`src/core/afe_setup_pkg.sv`:
```
package afe_setup_pkg;

   // ************************************************************
   // Register indices (byte address = 4 * index)
   // ************************************************************
   localparam logic [5:0] IDX_OUTPUT_FORMAT = 6'h02;
   localparam logic [5:0] IDX_CLAMP_CHANNEL = 6'h03;
   localparam logic [5:0] IDX_DEVICE_RESET  = 6'h04;
   localparam logic [5:0] IDX_CYCLE_RESET   = 6'h05;
   localparam logic [5:0] IDX_LINE_MODE     = 6'h06;

   // ************************************************************
   // Field positions
   // ************************************************************
   localparam int unsigned OF_FORMAT_LSB     = 0;
   localparam int unsigned OF_INVERT_BIT     = 2;
   localparam int unsigned OF_CLAMP_EXT_BIT  = 3;
   localparam int unsigned OF_DAC_RANGE_BIT  = 5;
   localparam int unsigned OF_LATENCY_LSB    = 6;
   localparam int unsigned CC_LEVEL_LSB      = 0;
   localparam int unsigned CC_ADJUST_LSB     = 4;
   localparam int unsigned CC_CHANNEL_LSB    = 6;
   localparam int unsigned LM_LINE_SEQ_BIT   = 0;
   localparam int unsigned LM_AUTO_CYCLE_BIT = 1;
   localparam int unsigned LM_MODE3_BIT      = 2;

   // ************************************************************
   // Reset values and writable masks
   // ************************************************************
   localparam logic [7:0] OUTPUT_FORMAT_RST  = 8'h20;
   localparam logic [7:0] OUTPUT_FORMAT_MASK = 8'hef;
   localparam logic [7:0] CLAMP_CHANNEL_RST  = 8'h1f;
   localparam logic [7:0] LINE_MODE_RST      = 8'h00;
   localparam logic [7:0] LINE_MODE_MASK     = 8'h07;

   // ************************************************************
   // Timing counts in master clock periods
   // ************************************************************
   localparam logic [3:0] ADC_PERIOD_NORMAL = 4'h2;
   localparam logic [3:0] ADC_PERIOD_MODE3  = 4'h3;
   localparam int unsigned MAX_DELAY        = 9;

   typedef enum logic [1:0] {FMT_PARALLEL, FMT_BYTE_A, FMT_BYTE_B, FMT_NIBBLE} out_format_type;
   typedef enum logic [1:0] {COLOUR_RED, COLOUR_GREEN, COLOUR_BLUE} colour_type;

endpackage

```
`src/core/afe_latency_line.sv`:
```
`timescale 1ns/1ps
module afe_latency_line #(
   parameter int unsigned WIDTH = 17,
   parameter int unsigned DEPTH = 9
) (
   input  wire logic                       clk_i,
   input  wire logic                       rst_b_i,
   input  wire logic                       clear_i,
   input  wire logic [WIDTH-1:0]           data_i,
   input  wire logic [$clog2(DEPTH+1)-1:0] tap_i,
   output logic      [WIDTH-1:0]           data_o
);
   logic [WIDTH-1:0] stage_ff [DEPTH];

   // ************************************************************
   // Shift line, tap 0 is a straight bypass
   // ************************************************************
   always_ff @(posedge clk_i or negedge rst_b_i) begin
      if (!rst_b_i) begin
         for (int i = 0; i < DEPTH; i++) stage_ff[i] <= '0;
      end else if (clear_i) begin
         for (int i = 0; i < DEPTH; i++) stage_ff[i] <= '0;
      end else begin
         stage_ff[0] <= data_i;
         for (int i = 1; i < DEPTH; i++) stage_ff[i] <= stage_ff[i-1];
      end
   end

   assign data_o = (tap_i == '0) ? data_i : stage_ff[tap_i - 1'b1];

endmodule // afe_latency_line

```
`src/core/afe_output_and_clamp_setup.sv`:
```
// What this block does
// RULE_01: Format field picks parallel, byte or nibble output
// RULE_02: Invert bit digitally inverts output data
// RULE_03: External clamp bit powers down clamp DAC
// RULE_04: Range bit picks DAC full scale, default one
// RULE_05: Latency field adds zero to three converter periods
// RULE_06: Converter period two clocks, three in mode three
// RULE_07: Four-bit clamp code, default all ones
// RULE_08: Reset sample adjust field, default normal
// RULE_09: Mono channel field picks red, green, blue
// RULE_10: Any write to reset location resets everything
// RULE_11: Host resets device before other writes
// RULE_12: Any cycle reset write returns counter to red
// RULE_13: Pin pulses advance counter when auto-cycling
// RULE_14: Line mode forces mono, channel red, gains off
// RULE_15: Host never writes reserved channel code
//
// Register access over APB and the register addresses are this design's own decisions.
`timescale 1ns/1ps
module afe_output_and_clamp_setup (
   input  wire logic        clk_i,
   input  wire logic        rst_b_i,
   input  wire logic        psel_i,
   input  wire logic        penable_i,
   input  wire logic        pwrite_i,
   input  wire logic [7:0]  paddr_i,
   input  wire logic [31:0] pwdata_i,
   output logic             pready_o,
   output logic      [31:0] prdata_o,
   output logic             pslverr_o,
   input  wire logic [15:0] sample_i,
   input  wire logic        sample_valid_i,
   input  wire logic        mono_request_i,
   input  wire logic        clamp_or_cycle_pin_i,
   output logic      [15:0] data_o,
   output logic             data_valid_o,
   output logic             word_start_o,
   output logic      [3:0]  clamp_level_code_o,
   output logic             clamp_dac_enable_o,
   output logic             clamp_dac_range_o,
   output logic      [1:0]  reset_sample_adjust_o,
   output logic             mono_mode_o,
   output logic      [1:0]  mono_channel_o,
   output logic             green_blue_gain_en_o,
   output logic      [1:0]  colour_sel_o,
   output logic             clamp_pulse_o,
   output logic             device_reset_o
);
   // ************************************************************
   // Functions
   // ************************************************************
   function automatic logic [3:0] delay_cycles(input logic [1:0] lat, input logic mode3);
      logic [3:0] period;
      period = mode3 ? afe_setup_pkg::ADC_PERIOD_MODE3 : afe_setup_pkg::ADC_PERIOD_NORMAL; // RULE_06
      return 4'(lat * period); // RULE_05
   endfunction

   // ************************************************************
   // Register bus decode
   // ************************************************************
   logic [7:0] output_format_ff, nxt_output_format;
   logic [7:0] clamp_channel_ff, nxt_clamp_channel;
   logic [7:0] line_mode_ff,     nxt_line_mode;
   logic       pready_ff, pslverr_ff;
   logic [31:0] prdata_ff;

   wire [5:0] reg_idx   = paddr_i[7:2];
   wire       hit_fmt   = (reg_idx == afe_setup_pkg::IDX_OUTPUT_FORMAT);
   wire       hit_clamp = (reg_idx == afe_setup_pkg::IDX_CLAMP_CHANNEL);
   wire       hit_dev   = (reg_idx == afe_setup_pkg::IDX_DEVICE_RESET);
   wire       hit_cyc   = (reg_idx == afe_setup_pkg::IDX_CYCLE_RESET);
   wire       hit_line  = (reg_idx == afe_setup_pkg::IDX_LINE_MODE);
   wire       mapped    = hit_fmt | hit_clamp | hit_dev | hit_cyc | hit_line;
   wire       access    = psel_i & penable_i;
   wire       commit    = access & pready_ff;
   wire       wr_en     = commit & pwrite_i & mapped;
   wire       soft_rst  = wr_en & hit_dev; // RULE_10
   wire       cyc_rst   = wr_en & hit_cyc; // RULE_12
   wire [7:0] wbyte     = pwdata_i[7:0];

   wire [7:0] rd_byte = hit_fmt   ? output_format_ff :
                        hit_clamp ? clamp_channel_ff :
                        hit_line  ? line_mode_ff     : 8'h00;

   assign nxt_output_format = soft_rst              ? afe_setup_pkg::OUTPUT_FORMAT_RST :
                              (wr_en && hit_fmt)    ? (wbyte & afe_setup_pkg::OUTPUT_FORMAT_MASK) :
                              output_format_ff;
   assign nxt_clamp_channel = soft_rst              ? afe_setup_pkg::CLAMP_CHANNEL_RST :
                              (wr_en && hit_clamp)  ? wbyte : clamp_channel_ff;
   assign nxt_line_mode     = soft_rst              ? afe_setup_pkg::LINE_MODE_RST :
                              (wr_en && hit_line)   ? (wbyte & afe_setup_pkg::LINE_MODE_MASK) :
                              line_mode_ff;

   // One wait state: the answer rises in the second access cycle
   always_ff @(posedge clk_i or negedge rst_b_i) begin
      if (!rst_b_i) begin
         pready_ff  <= 1'b0;
         pslverr_ff <= 1'b0;
         prdata_ff  <= 32'h0000_0000;
      end else begin
         pready_ff  <= access & ~pready_ff;
         pslverr_ff <= access & ~pready_ff & ~mapped;
         prdata_ff  <= (access & ~pready_ff & ~pwrite_i) ? {24'h00_0000, rd_byte} : 32'h0000_0000;
      end
   end

   always_ff @(posedge clk_i or negedge rst_b_i) begin
      if (!rst_b_i) begin
         output_format_ff <= afe_setup_pkg::OUTPUT_FORMAT_RST; // RULE_04
         clamp_channel_ff <= afe_setup_pkg::CLAMP_CHANNEL_RST; // RULE_07 RULE_08
         line_mode_ff     <= afe_setup_pkg::LINE_MODE_RST;
      end else begin
         output_format_ff <= nxt_output_format;
         clamp_channel_ff <= nxt_clamp_channel;
         line_mode_ff     <= nxt_line_mode;
      end
   end

   // ************************************************************
   // Field views
   // ************************************************************
   wire [1:0] fmt_sel   = output_format_ff[afe_setup_pkg::OF_FORMAT_LSB +: 2];
   wire       invert    = output_format_ff[afe_setup_pkg::OF_INVERT_BIT];
   wire       clamp_ext = output_format_ff[afe_setup_pkg::OF_CLAMP_EXT_BIT];
   wire       dac_range = output_format_ff[afe_setup_pkg::OF_DAC_RANGE_BIT];
   wire [1:0] latency   = output_format_ff[afe_setup_pkg::OF_LATENCY_LSB +: 2];
   wire [3:0] lvl_code  = clamp_channel_ff[afe_setup_pkg::CC_LEVEL_LSB +: 4];
   wire [1:0] rs_adjust = clamp_channel_ff[afe_setup_pkg::CC_ADJUST_LSB +: 2];
   wire [1:0] chan_sel  = clamp_channel_ff[afe_setup_pkg::CC_CHANNEL_LSB +: 2];
   wire       line_seq  = line_mode_ff[afe_setup_pkg::LM_LINE_SEQ_BIT];
   wire       auto_cyc  = line_seq & line_mode_ff[afe_setup_pkg::LM_AUTO_CYCLE_BIT];
   wire       mode3     = line_mode_ff[afe_setup_pkg::LM_MODE3_BIT];

   // ************************************************************
   // Pin synchroniser and colour auto-cycle counter
   // ************************************************************
   logic pin_meta_ff, pin_sync_ff, pin_last_ff;
   afe_setup_pkg::colour_type colour_ff, nxt_colour;

   always_ff @(posedge clk_i or negedge rst_b_i) begin
      if (!rst_b_i) begin
         pin_meta_ff <= 1'b0;
         pin_sync_ff <= 1'b0;
         pin_last_ff <= 1'b0;
      end else begin
         pin_meta_ff <= clamp_or_cycle_pin_i;
         pin_sync_ff <= pin_meta_ff;
         pin_last_ff <= pin_sync_ff;
      end
   end

   wire pin_rise = pin_sync_ff & ~pin_last_ff;
   wire advance  = auto_cyc & pin_rise; // RULE_13

   always_comb begin
      nxt_colour = colour_ff;
      if (soft_rst || cyc_rst) begin
         nxt_colour = afe_setup_pkg::COLOUR_RED; // RULE_12
      end else if (advance) begin
         case (colour_ff)
            afe_setup_pkg::COLOUR_RED:   nxt_colour = afe_setup_pkg::COLOUR_GREEN;
            afe_setup_pkg::COLOUR_GREEN: nxt_colour = afe_setup_pkg::COLOUR_BLUE;
            default:                     nxt_colour = afe_setup_pkg::COLOUR_RED;
         endcase
      end
   end

   always_ff @(posedge clk_i or negedge rst_b_i) begin
      if (!rst_b_i) colour_ff <= afe_setup_pkg::COLOUR_RED;
      else          colour_ff <= nxt_colour;
   end

   // ************************************************************
   // Latency line, inversion and output serialiser
   // ************************************************************
   localparam int unsigned TAP_W = $clog2(afe_setup_pkg::MAX_DELAY + 1);
   logic [16:0] dly_word;

   afe_latency_line #(.WIDTH(17), .DEPTH(afe_setup_pkg::MAX_DELAY)) u_latency (
      .clk_i   (clk_i),
      .rst_b_i (rst_b_i),
      .clear_i (soft_rst),
      .data_i  ({sample_valid_i, sample_i}),
      .tap_i   (TAP_W'(delay_cycles(latency, mode3))), // RULE_05 RULE_06
      .data_o  (dly_word)
   );

   wire        dly_valid = dly_word[16];
   wire [15:0] dly_data  = invert ? ~dly_word[15:0] : dly_word[15:0]; // RULE_02

   logic [15:0] data_ff, shift_ff, nxt_data, nxt_shift;
   logic        valid_ff, start_ff, nxt_valid, nxt_start, nib_ff, nxt_nib;
   logic [1:0]  beats_ff, nxt_beats;

   // A new word cuts short an unfinished one; nibble mode needs four clocks per word
   always_comb begin
      nxt_data  = data_ff;
      nxt_shift = shift_ff;
      nxt_beats = beats_ff;
      nxt_nib   = nib_ff;
      nxt_valid = 1'b0;
      nxt_start = 1'b0;
      if (dly_valid) begin
         nxt_valid = 1'b1;
         nxt_start = 1'b1;
         case (fmt_sel) // RULE_01
            2'b00: begin
               nxt_data  = dly_data;
               nxt_beats = 2'h0;
            end
            2'b11: begin
               nxt_data  = {12'h000, dly_data[15:12]};
               nxt_shift = {dly_data[11:0], 4'h0};
               nxt_beats = 2'h3;
               nxt_nib   = 1'b1;
            end
            default: begin
               nxt_data  = {8'h00, dly_data[15:8]};
               nxt_shift = {dly_data[7:0], 8'h00};
               nxt_beats = 2'h1;
               nxt_nib   = 1'b0;
            end
         endcase
      end else if (beats_ff != 2'h0) begin
         nxt_valid = 1'b1;
         nxt_beats = beats_ff - 2'h1;
         if (nib_ff) begin
            nxt_data  = {12'h000, shift_ff[15:12]};
            nxt_shift = {shift_ff[11:0], 4'h0};
         end else begin
            nxt_data  = {8'h00, shift_ff[15:8]};
            nxt_shift = {shift_ff[7:0], 8'h00};
         end
      end
   end

   always_ff @(posedge clk_i or negedge rst_b_i) begin
      if (!rst_b_i) begin
         data_ff  <= 16'h0000;
         shift_ff <= 16'h0000;
         beats_ff <= 2'h0;
         nib_ff   <= 1'b0;
         valid_ff <= 1'b0;
         start_ff <= 1'b0;
      end else if (soft_rst) begin
         data_ff  <= 16'h0000;
         shift_ff <= 16'h0000;
         beats_ff <= 2'h0;
         nib_ff   <= 1'b0;
         valid_ff <= 1'b0;
         start_ff <= 1'b0;
      end else begin
         data_ff  <= nxt_data;
         shift_ff <= nxt_shift;
         beats_ff <= nxt_beats;
         nib_ff   <= nxt_nib;
         valid_ff <= nxt_valid;
         start_ff <= nxt_start;
      end
   end

   // ************************************************************
   // Registered analogue controls
   // ************************************************************
   logic [3:0] lvl_ff;
   logic       dac_en_ff, range_ff, mono_ff, gb_en_ff, clamp_ff, dev_rst_ff;
   logic [1:0] adj_ff, chan_ff, colour_sel_ff;

   always_ff @(posedge clk_i or negedge rst_b_i) begin
      if (!rst_b_i) begin
         lvl_ff        <= afe_setup_pkg::CLAMP_CHANNEL_RST[afe_setup_pkg::CC_LEVEL_LSB +: 4];
         dac_en_ff     <= 1'b1;
         range_ff      <= afe_setup_pkg::OUTPUT_FORMAT_RST[afe_setup_pkg::OF_DAC_RANGE_BIT];
         adj_ff        <= afe_setup_pkg::CLAMP_CHANNEL_RST[afe_setup_pkg::CC_ADJUST_LSB +: 2];
         mono_ff       <= 1'b0;
         chan_ff       <= 2'h0;
         gb_en_ff      <= 1'b1;
         colour_sel_ff <= 2'h0;
         clamp_ff      <= 1'b0;
         dev_rst_ff    <= 1'b0;
      end else begin
         lvl_ff        <= lvl_code; // RULE_07
         dac_en_ff     <= ~clamp_ext; // RULE_03
         range_ff      <= dac_range; // RULE_04
         adj_ff        <= rs_adjust; // RULE_08
         mono_ff       <= mono_request_i | line_seq; // RULE_14
         chan_ff       <= line_seq ? 2'h0 : chan_sel; // RULE_09 RULE_14
         gb_en_ff      <= ~line_seq; // RULE_14
         colour_sel_ff <= colour_ff;
         clamp_ff      <= pin_sync_ff & ~auto_cyc; // RULE_13
         dev_rst_ff    <= soft_rst; // RULE_10
      end
   end

   assign pready_o              = pready_ff;
   assign prdata_o              = prdata_ff;
   assign pslverr_o             = pslverr_ff;
   assign data_o                = data_ff;
   assign data_valid_o          = valid_ff;
   assign word_start_o          = start_ff;
   assign clamp_level_code_o    = lvl_ff;
   assign clamp_dac_enable_o    = dac_en_ff;
   assign clamp_dac_range_o     = range_ff;
   assign reset_sample_adjust_o = adj_ff;
   assign mono_mode_o           = mono_ff;
   assign mono_channel_o        = chan_ff;
   assign green_blue_gain_en_o  = gb_en_ff;
   assign colour_sel_o          = colour_sel_ff;
   assign clamp_pulse_o         = clamp_ff;
   assign device_reset_o        = dev_rst_ff;
endmodule // afe_output_and_clamp_setup

```
`config.mk`:
```
export PLATFORM = sky130hd
export DESIGN_NAME = afe_output_and_clamp_setup
export DESIGN_NICKNAME = d
export VERILOG_FILES = /design/src/core/afe_setup_pkg.sv /design/src/core/afe_latency_line.sv /design/src/core/afe_output_and_clamp_setup.sv
export SDC_FILE = /design/constraint.sdc
export NUM_CORES = 1
export LEC_CHECK = 0
export ABC_AREA = 1
export BUFFER_PORTS_ARGS = -buffer_cell sky130_fd_sc_hd__buf_2
export CORE_MARGIN = 2
export CORE_UTILIZATION = 53
export CTS_CLUSTER_DIAMETER = 100
export DETAILED_ROUTE_END_ITERATION = 6
export GPL_TIMING_DRIVEN = 0
export PLACE_DENSITY = 0.72
export RECOVER_POWER = 50
export SLEW_MARGIN = 40
export SYNTH_ARGS = -nofsm -noshare
export SYNTH_HDL_FRONTEND = slang
export SYNTH_HIERARCHICAL = 1
export SYNTH_SLANG_ARGS = --single-unit
```
`constraint.sdc`:
```
create_clock -name clk_i -period 2.6 [get_ports clk_i]
set_input_delay 0.26 -clock clk_i [delete_from_list [all_inputs] [get_ports clk_i]]
set_output_delay 0.26 -clock clk_i [all_outputs]
set_load 0.02 [all_outputs]
```
==> results.md, run 1 <==
* Max_slew headroom at -11.0%
* Dpl hpwl at 21.1 mm
* Post-DRT Antenna Nets at 0
* Antenna violations before repair at 0
* Synthesized instance count at 1,425
* Num Clock Sinks at 235
* Clock Latency Late Sink at 0.53 ns
* Yosys top cell area share at 49.1%
* Ant. Diodes at 0
* Flop pwr share at 44.9%
* Drt drc at 0
* Largest net degree at the start of global routing at 77
* F_max at 373 MHz
* Number of vias per cell at 5.22
* CP Max Fanout at 5
* GRT overflow at 0
* Final Hold Vio Count at 0
* Status: finished with violations
* CP Class: register to register
* DRT iter0 DRCs at 957
* Total Wirelength at 31.4 mm
* Violated checks: capacitance limit, slew limit, setup timing
* Initial Util at 53.7%
* Pwr/cell area at 611 nW/um^2
* Worst EP required at 3.04 ns
* Top-count cell post-synth: nand2_1
* Die area at 22,400 um^2
* Slew at the pin with the worst max-slew slack at 1.66 ns
* CTS Buf Count at 25
* Net Sw Power at 0.00235 W
* Reg2reg path depth at 17
* Top-level I/O count at 132
* Pleak at 7.53 nW
* VDD IR max at 0.000507 V
* Worst Hold Path Cells at 3
* Area of the core at 21,000 um^2
* # Max-Cap Violations at 1
* Storage element area at 5900 um^2
* Sequential share of the synthesized area at 52.4%
* Final hold slack at 0.0405 ns
* Global placement routability congestion at 0.936
* Number of fill cells at 1,584
* Async SR Flop Fraction at 100%
* Top post-synthesis cells by area: dfrtp_1 49%, nand2_1 9.8%, nand3_1 9.6%
* Vias in the first global route at 9,702
* Final setup margin at -0.0842 ns
* Rows at 53
* Routed vias at 9,936
* Post-synth EDFFs at 0
* Switching Fraction at 26.3%
* Share of layout cells above drive strength 1 at 26.4%
* Final Max Tran Viols at 25
* Pint at 0.00659 W
* Hold crit path type: primary input to register
* Comb pwr share at 13.5%
* CTS H-tree depth at 1
* Number of synthesized register bits at 235
* Final clock skew at 0.0198 ns
* Synth Area per Inst at 7.90 um^2
* Reg clk slew, reported paths at 0.06 ns
* Unique cell type count in the Yosys netlist at 38
* Period utilization at 103%
* Final net count at 1,682
* Number of detailed-route iterations in the first pass at 5
* Die Y at 150 um
* CP Launch Type: register
* Tmin final at 2.68 ns
* DIE WIDTH at 150 um
* Port bufs at 81
* Worst-case clock buffer depth at 3
* Root Buffer: clkbuf_16
* Critical Path Sink Type: register
* Area grow syn2layout at 29.9%
* First-pass GRT wire length at 49.6 mm
* WL per Instance at 16.5 um
* Multi-input gate area at 4840 um^2
* Setup violators final at 27
* Synthesis Warnings at 6
* RSZ-0062 raised after global routing: yes
* Synth cell count leaders: 295 x nand2_1, 221 x dfrtp_1, 219 x nor2_1
* Setup_tns at -1.34 ns
* Top FF cell, synth: dfrtp_1
* Clock power frac at 41.7%
* Post-synth top area cell: dfrtp_1
* Worst Path Arrival at 3.13 ns
* CTS tree: yes
* Global-route usage over all layers at 28.4%
* Synthesized cell area at 11,300 um^2
-- worst max-delay path, cell delays in order (launching register included) --
cell and delay [ns]:
dfrtp_1 0.41, nand2_1 0.08, inv_2 0.04, ha_4 0.27, inv_4 0.04, ha_4 0.35
buf_8 0.17, clkbuf_8 0.16, nand3_1 0.09, nand3_1 0.10, nand3_2 0.12, a21oi_2 0.19
inv_1 0.07, nand2_2 0.08, nand3_1 0.11, nand3_2 0.10, nand3_1 0.09, o21ai_2 0.15
-- path summary, 6_finish.rpt --
kind	startpoint	endpoint	slack, ns
min	penable_i	pready_o$_DFF_PN0_	0.04
min in group asynchronous	rst_b_i	u_latency/stage_ff[108]$_DFF_PN0_	0.69
max reg2reg	line_mode_ff[2]$_DFFE_PN0P_	data_o[5]$_DFFE_PN0P_	-0.08
min reg2reg	pin_meta_ff$_DFF_PN0_	pin_sync_ff$_DFF_PN0_	0.36
max in group asynchronous	rst_b_i	data_o[5]$_DFFE_PN0P_	0.49
max	line_mode_ff[2]$_DFFE_PN0P_	data_o[5]$_DFFE_PN0P_	-0.08
-- placed cells by master, fill, tap and decap left out, types with 7 or more instances in the layout --
cell and count:
nand2_1 272, dfrtp_1 220, inv_1 208, nor2_1 205, nand3_1 150, buf_2 107, nand3_2 58, buf_4 49
clkbuf_16 29, dlygate4sd3_1 25, conb_1 24, a21oi_1 21, nand2_2 21, a21oi_2 18, nor2_2 17, o21ai_0 17
clkbuf_1 17, nand3_4 14, buf_6 13, o21ai_1 10, o21ai_2 10, dfstp_2 9, buf_8 8, a21oi_4 8
and2_4 7
-- sequential cells by signal (all words and copies together) (netlist names), 3 cells and up --
register,count
data_o,16
shift_ff,12
prdata_o,8
output_format_ff,7
u_latency/stage_ff,153
clamp_level_code_o,4
clamp_channel_ff,8
line_mode_ff,3
-- per-stage QoR --
stage | worst slack, ns | std cells | instance area (um^2) | util (%) | total power, W
finish | -0.0842 | 1904 | 14600 | 69.8 | 0.00894
detailed placement | -0.661 | 1807 | 12200 | 58.4 | 0.00505
global route | -0.191 | 1904 | 14600 | 69.8 | 0.00930
global placement | -2.77 | 1804 | 12200 | 58.0 | 0.00500
CTS | -0.00738 | 1900 | 14200 | 68.0 | 0.00889
floorplan | 0.00438 | 1448 | 11400 | - | 0.00469
-- power groups by stage --
stage	sequential [W]	combinational (W)	clock [W]
6_report	0.00401	0.00120	0.00372
5_1_grt	0.00404	0.00134	0.00393
4_1_cts	0.00401	0.00113	0.00375
3_5_place_dp	0.00407	0.000977	0
3_3_place_gp	0.00406	0.000937	0
2_1_floorplan	0.00413	0.000557	0
-- metal layers --
| layer | global-route usage, % | part of all wire, % | up-vias |
|---|---|---|---|
| li1 | - | - | 4716 |
| met1 | 39.2 | 42 | 4748 |
| met2 | 46.5 | 47 | 410 |
| met3 | 5.24 | 8.1 | 62 |
| met4 | 8.07 | 2.6 | 0 |
| met5 | 0 | 0 | - |
-- cell type report --
| type | instances | area share [%] |
|---|---|---|
| inverter | 219 | 6.01 |
| clock buffer | 31 | 4.57 |
| clock inverter | 15 | 1.30 |
| multi-input combinational | 897 | 33.1 |
| sequential | 235 | 40.3 |
| timing repair buffer | 138 | 7.25 |
| buffer | 94 | 5.11 |
| tap | 275 | 2.35 |
-- cells by family (layout without fill, tap and decap cells) --
kind of cell    count (synthesis)  count (layout)  share of synthesized area, %
simple gates                  766             766                          29.1
buf+inv                       316             497                          12.6
flops                         235             235                          52.4
compound gates                 96              96                          4.76
fa+ha+maj                       8               8                         0.889
xor+xnor                        3               3                         0.233
other cells                     1              24                        0.0333
-- timing repair --
item                       in CTS  in global routing
hold endpoints to repair      245                  0
setup endpoints to repair      33                 31
gates resized for setup       159                 99
setup buffers                  18                  3
gates cloned                    6                  2
hold buffers                   25                  0
pin swaps                      63                 49
Note: power is estimated with default switching activity, not from simulation.
==> run 2: changes to the inputs <==
--- a/config.mk
+++ b/config.mk
@@ -15,5 +15,5 @@
 export PLACE_DENSITY = 0.72
 export RECOVER_POWER = 50
-export SLEW_MARGIN = 40
+export SLEW_MARGIN = 10
 export SYNTH_ARGS = -nofsm -noshare
 export SYNTH_HDL_FRONTEND = slang
==> constraint.sdc (replaced) <==
create_clock -name clk_i -period 2.6 [get_ports clk_i]
set_input_delay 0.39 -clock clk_i [delete_from_list [all_inputs] [get_ports clk_i]]
set_output_delay 0.39 -clock clk_i [all_outputs]
set_load 0.02 [all_outputs]
==> run 2 against run 1 <==
Combinational power shrank 4%. Critical path type unchanged. Final cell count shrank 1.1%. Cell area is 3.1% lower. Flip-flop and latch count is the same. Core utilization fell by 2.1 points. Via count shrank 2.9%. Non-clock buffer count down 20. First-iteration DRC count shrank 12%. Sequential share of layout area grew 1.3 points. Largest cell class unchanged. Register-to-register slack about the same. The flow still finishes with violations (capacitance limit, slew limit, setup timing). Total power decreased by 3.8%. Routed wire length fell by 3.8%.
==> results.md, run 2 (synthesis results as in run 1) <==
* Status: finished with violations (unchanged)
* Violated checks: capacitance limit, slew limit, setup timing (unchanged)
* Total Wirelength at 30.2 mm (was 31.4 mm)
* Initial Util at 53.7% (unchanged)
* Global-route usage over all layers at 27.2% (was 28.4%)
* Dpl hpwl at 21.0 mm (was 21.1 mm)
* CP Launch Type: register (unchanged)
* # Max-Cap Violations at 1 (unchanged)
* Worst EP required at 3.02 ns (was 3.04 ns)
* Max_slew headroom at -9.12% (was -11.0%)
* Most frequent cells in the layout: 280 x nand2_1, 221 x dfrtp_1, 208 x inv_1 (was 272 x nand2_1, 220 x dfrtp_1, 208 x inv_1)
* Root Buffer: clkbuf_16 (unchanged)
* Drt drc at 0 (unchanged)
* VDD IR max at 0.000483 V (was 0.000507 V)
* Antenna violations before repair at 0 (unchanged)
* Top-level I/O count at 132 (unchanged)
* CTS tree: yes (unchanged)
* Ant. Diodes at 0 (unchanged)
* Final clock skew at 0.0197 ns (was 0.0198 ns)
* GRT overflow at 0 (unchanged)
* Vias in the first global route at 9,257 (was 9,702)
* Post-DRT Antenna Nets at 0 (unchanged)
* Max reg flops at 153 (unchanged)
* Routed vias at 9,651 (was 9,936)
* CP Class: register to register (unchanged)
* CP Max Fanout at 6 (was 5)
* Final net count at 1,663 (was 1,682)
* Slew at the pin with the worst max-slew slack at 1.64 ns (was 1.66 ns)
* Die Y at 150 um (unchanged)
* CTS H-tree depth at 1 (unchanged)
* Area of the core at 21,000 um^2 (unchanged)
* Port bufs at 81 (unchanged)
* Worst-case clock buffer depth at 3 (unchanged)
* Share of layout cells above drive strength 1 at 25.2% (was 26.4%)
* Period utilization at 103% (about the same)
* Largest net degree at the start of global routing at 98 (was 77)
* DIE WIDTH at 150 um (unchanged)
* First-pass GRT wire length at 47.4 mm (was 49.6 mm)
* RSZ-0062 raised after global routing: yes (unchanged)
* F_max at 372 MHz (was 373 MHz)
* Num Clock Sinks at 235 (unchanged)
* Area grow syn2layout at 25.9% (was 29.9%)
* Final Hold Vio Count at 0 (unchanged)
* Number of fill cells at 1,641 (was 1,584)
* Pleak at 7.39 nW (was 7.53 nW)
* Global placement routability congestion at 0.936 (unchanged)
* Number of detailed-route iterations in the first pass at 5 (unchanged)
* Reg clk slew, reported paths at 0.06 ns (about the same)
* Largest Register: u_latency/stage_ff (unchanged)
* Hold crit path type: primary input to register (unchanged)
* WL per Instance at 16.1 um (was 16.5 um)
* Tmin final at 2.69 ns (was 2.68 ns)
* Clock Latency Late Sink at 0.53 ns (about the same)
* DRT iter0 DRCs at 838 (was 957)
* Setup violators final at 21 (was 27)
* Final setup margin at -0.0895 ns (was -0.0842 ns)
* Pwr/cell area at 606 nW/um^2 (was 611 nW/um^2)
* Final hold slack at 0.0734 ns (was 0.0405 ns)
* CTS Buf Count at 25 (unchanged)
* Critical Path Sink Type: register (unchanged)
* Die area at 22,400 um^2 (unchanged)
* Setup_tns at -0.828 ns (was -1.34 ns)
* Commonest non-fill, non-tap cell in the layout: nand2_1 (unchanged)
* Number of vias per cell at 5.12 (was 5.22)
* Final Max Tran Viols at 64 (was 25)
* Rows at 53 (unchanged)
* Worst Path Arrival at 3.11 ns (was 3.13 ns)
-- run 2: layout make-up --
class / count / area (um^2) / area share [%]
sequential: 235 / 5900 / 41.6
multi-input combinational: 897 / 4630 / 32.6
timing repair buffer: 117 / 895 / 6.31
inverter: 219 / 878 / 6.19
buffer: 95 / 736 / 5.19
clock buffer: 30 / 674 / 4.76
tap: 275 / 344 / 2.43
clock inverter: 15 / 120 / 0.847
timing repair inverter: 1 / 8.76 / 0.0618
-- run 2: worst max-delay path: stages (launching register included) --
cell and delay (ns):
dfrtp_1 0.40, nand2_1 0.08, inv_2 0.04, ha_4 0.28, inv_4 0.04, ha_4 0.30
buf_12 0.12, buf_8 0.11, buf_12 0.13, nand3_4 0.09, nor2_4 0.11, a21oi_2 0.07
a21oi_2 0.22, nand2_1 0.10, and2_4 0.18, nand2_2 0.05, nand3_2 0.07, nand2_1 0.06
nand2_1 0.05, nand2_1 0.05, inv_1 0.03
-- run 2: final timing paths --
path	cells past startpoint	slack, ns	start	end
max	20	-0.09	line_mode_ff[2]$_DFFE_PN0P_	data_o[1]$_DFFE_PN0P_
min	3	0.07	sample_i[15]	u_latency/stage_ff[151]$_DFF_PN0_
max reg2reg	20	-0.09	line_mode_ff[2]$_DFFE_PN0P_	data_o[1]$_DFFE_PN0P_
min reg2reg	0	0.36	pin_meta_ff$_DFF_PN0_	pin_sync_ff$_DFF_PN0_
max in group asynchronous	3	0.40	rst_b_i	clamp_channel_ff[6]$_DFFE_PN0P_
min in group asynchronous	2	0.81	rst_b_i	u_latency/stage_ff[110]$_DFF_PN0_
-- run 2: routing by layer --
| metal | part of all wire [%] | global-route usage, % | wire length [um] | vias up |
|---|---|---|---|---|
| met5 | 0 | 0 | 0 | - |
| met4 | 3.5 | 9.91 | 1060 | 0 |
| met3 | 7.8 | 4.79 | 2360 | 80 |
| met2 | 46 | 42.7 | 13900 | 376 |
| met1 | 43 | 38.1 | 12900 | 4528 |
| li1 | - | - | - | 4667 |
-- run 2: repair_timing --
item / 4_1_cts / 5_1_grt
pin swaps: 54 / 29
hold buffers: 2 / 0
hold endpoints to repair: 63 / 0
setup endpoints to repair: 33 / 31
setup buffers: 18 / 4
cloned: 7 / 4
resized for setup: 131 / 74
-- run 2: per-stage QoR --
step                instance area, um^2  cells  util (%)  total power [W]  setup WS, ns
finish                            14200   1884      67.7          0.00859       -0.0895
global route                      14200   1884      67.7          0.00896        -0.228
CTS                               13800   1876      66.0          0.00854       -0.0115
detailed placement                12200   1806      58.3          0.00504        -0.670
global placement                  12200   1804      58.0          0.00500         -2.90
floorplan                         11400   1448         -          0.00469       0.00438
-- run 2: power breakdown --
group | internal (W) | switching [W]
combinational | 0.000427 | 0.000722
clock | 0.00196 | 0.00148
sequential | 0.00391 | 0.000104
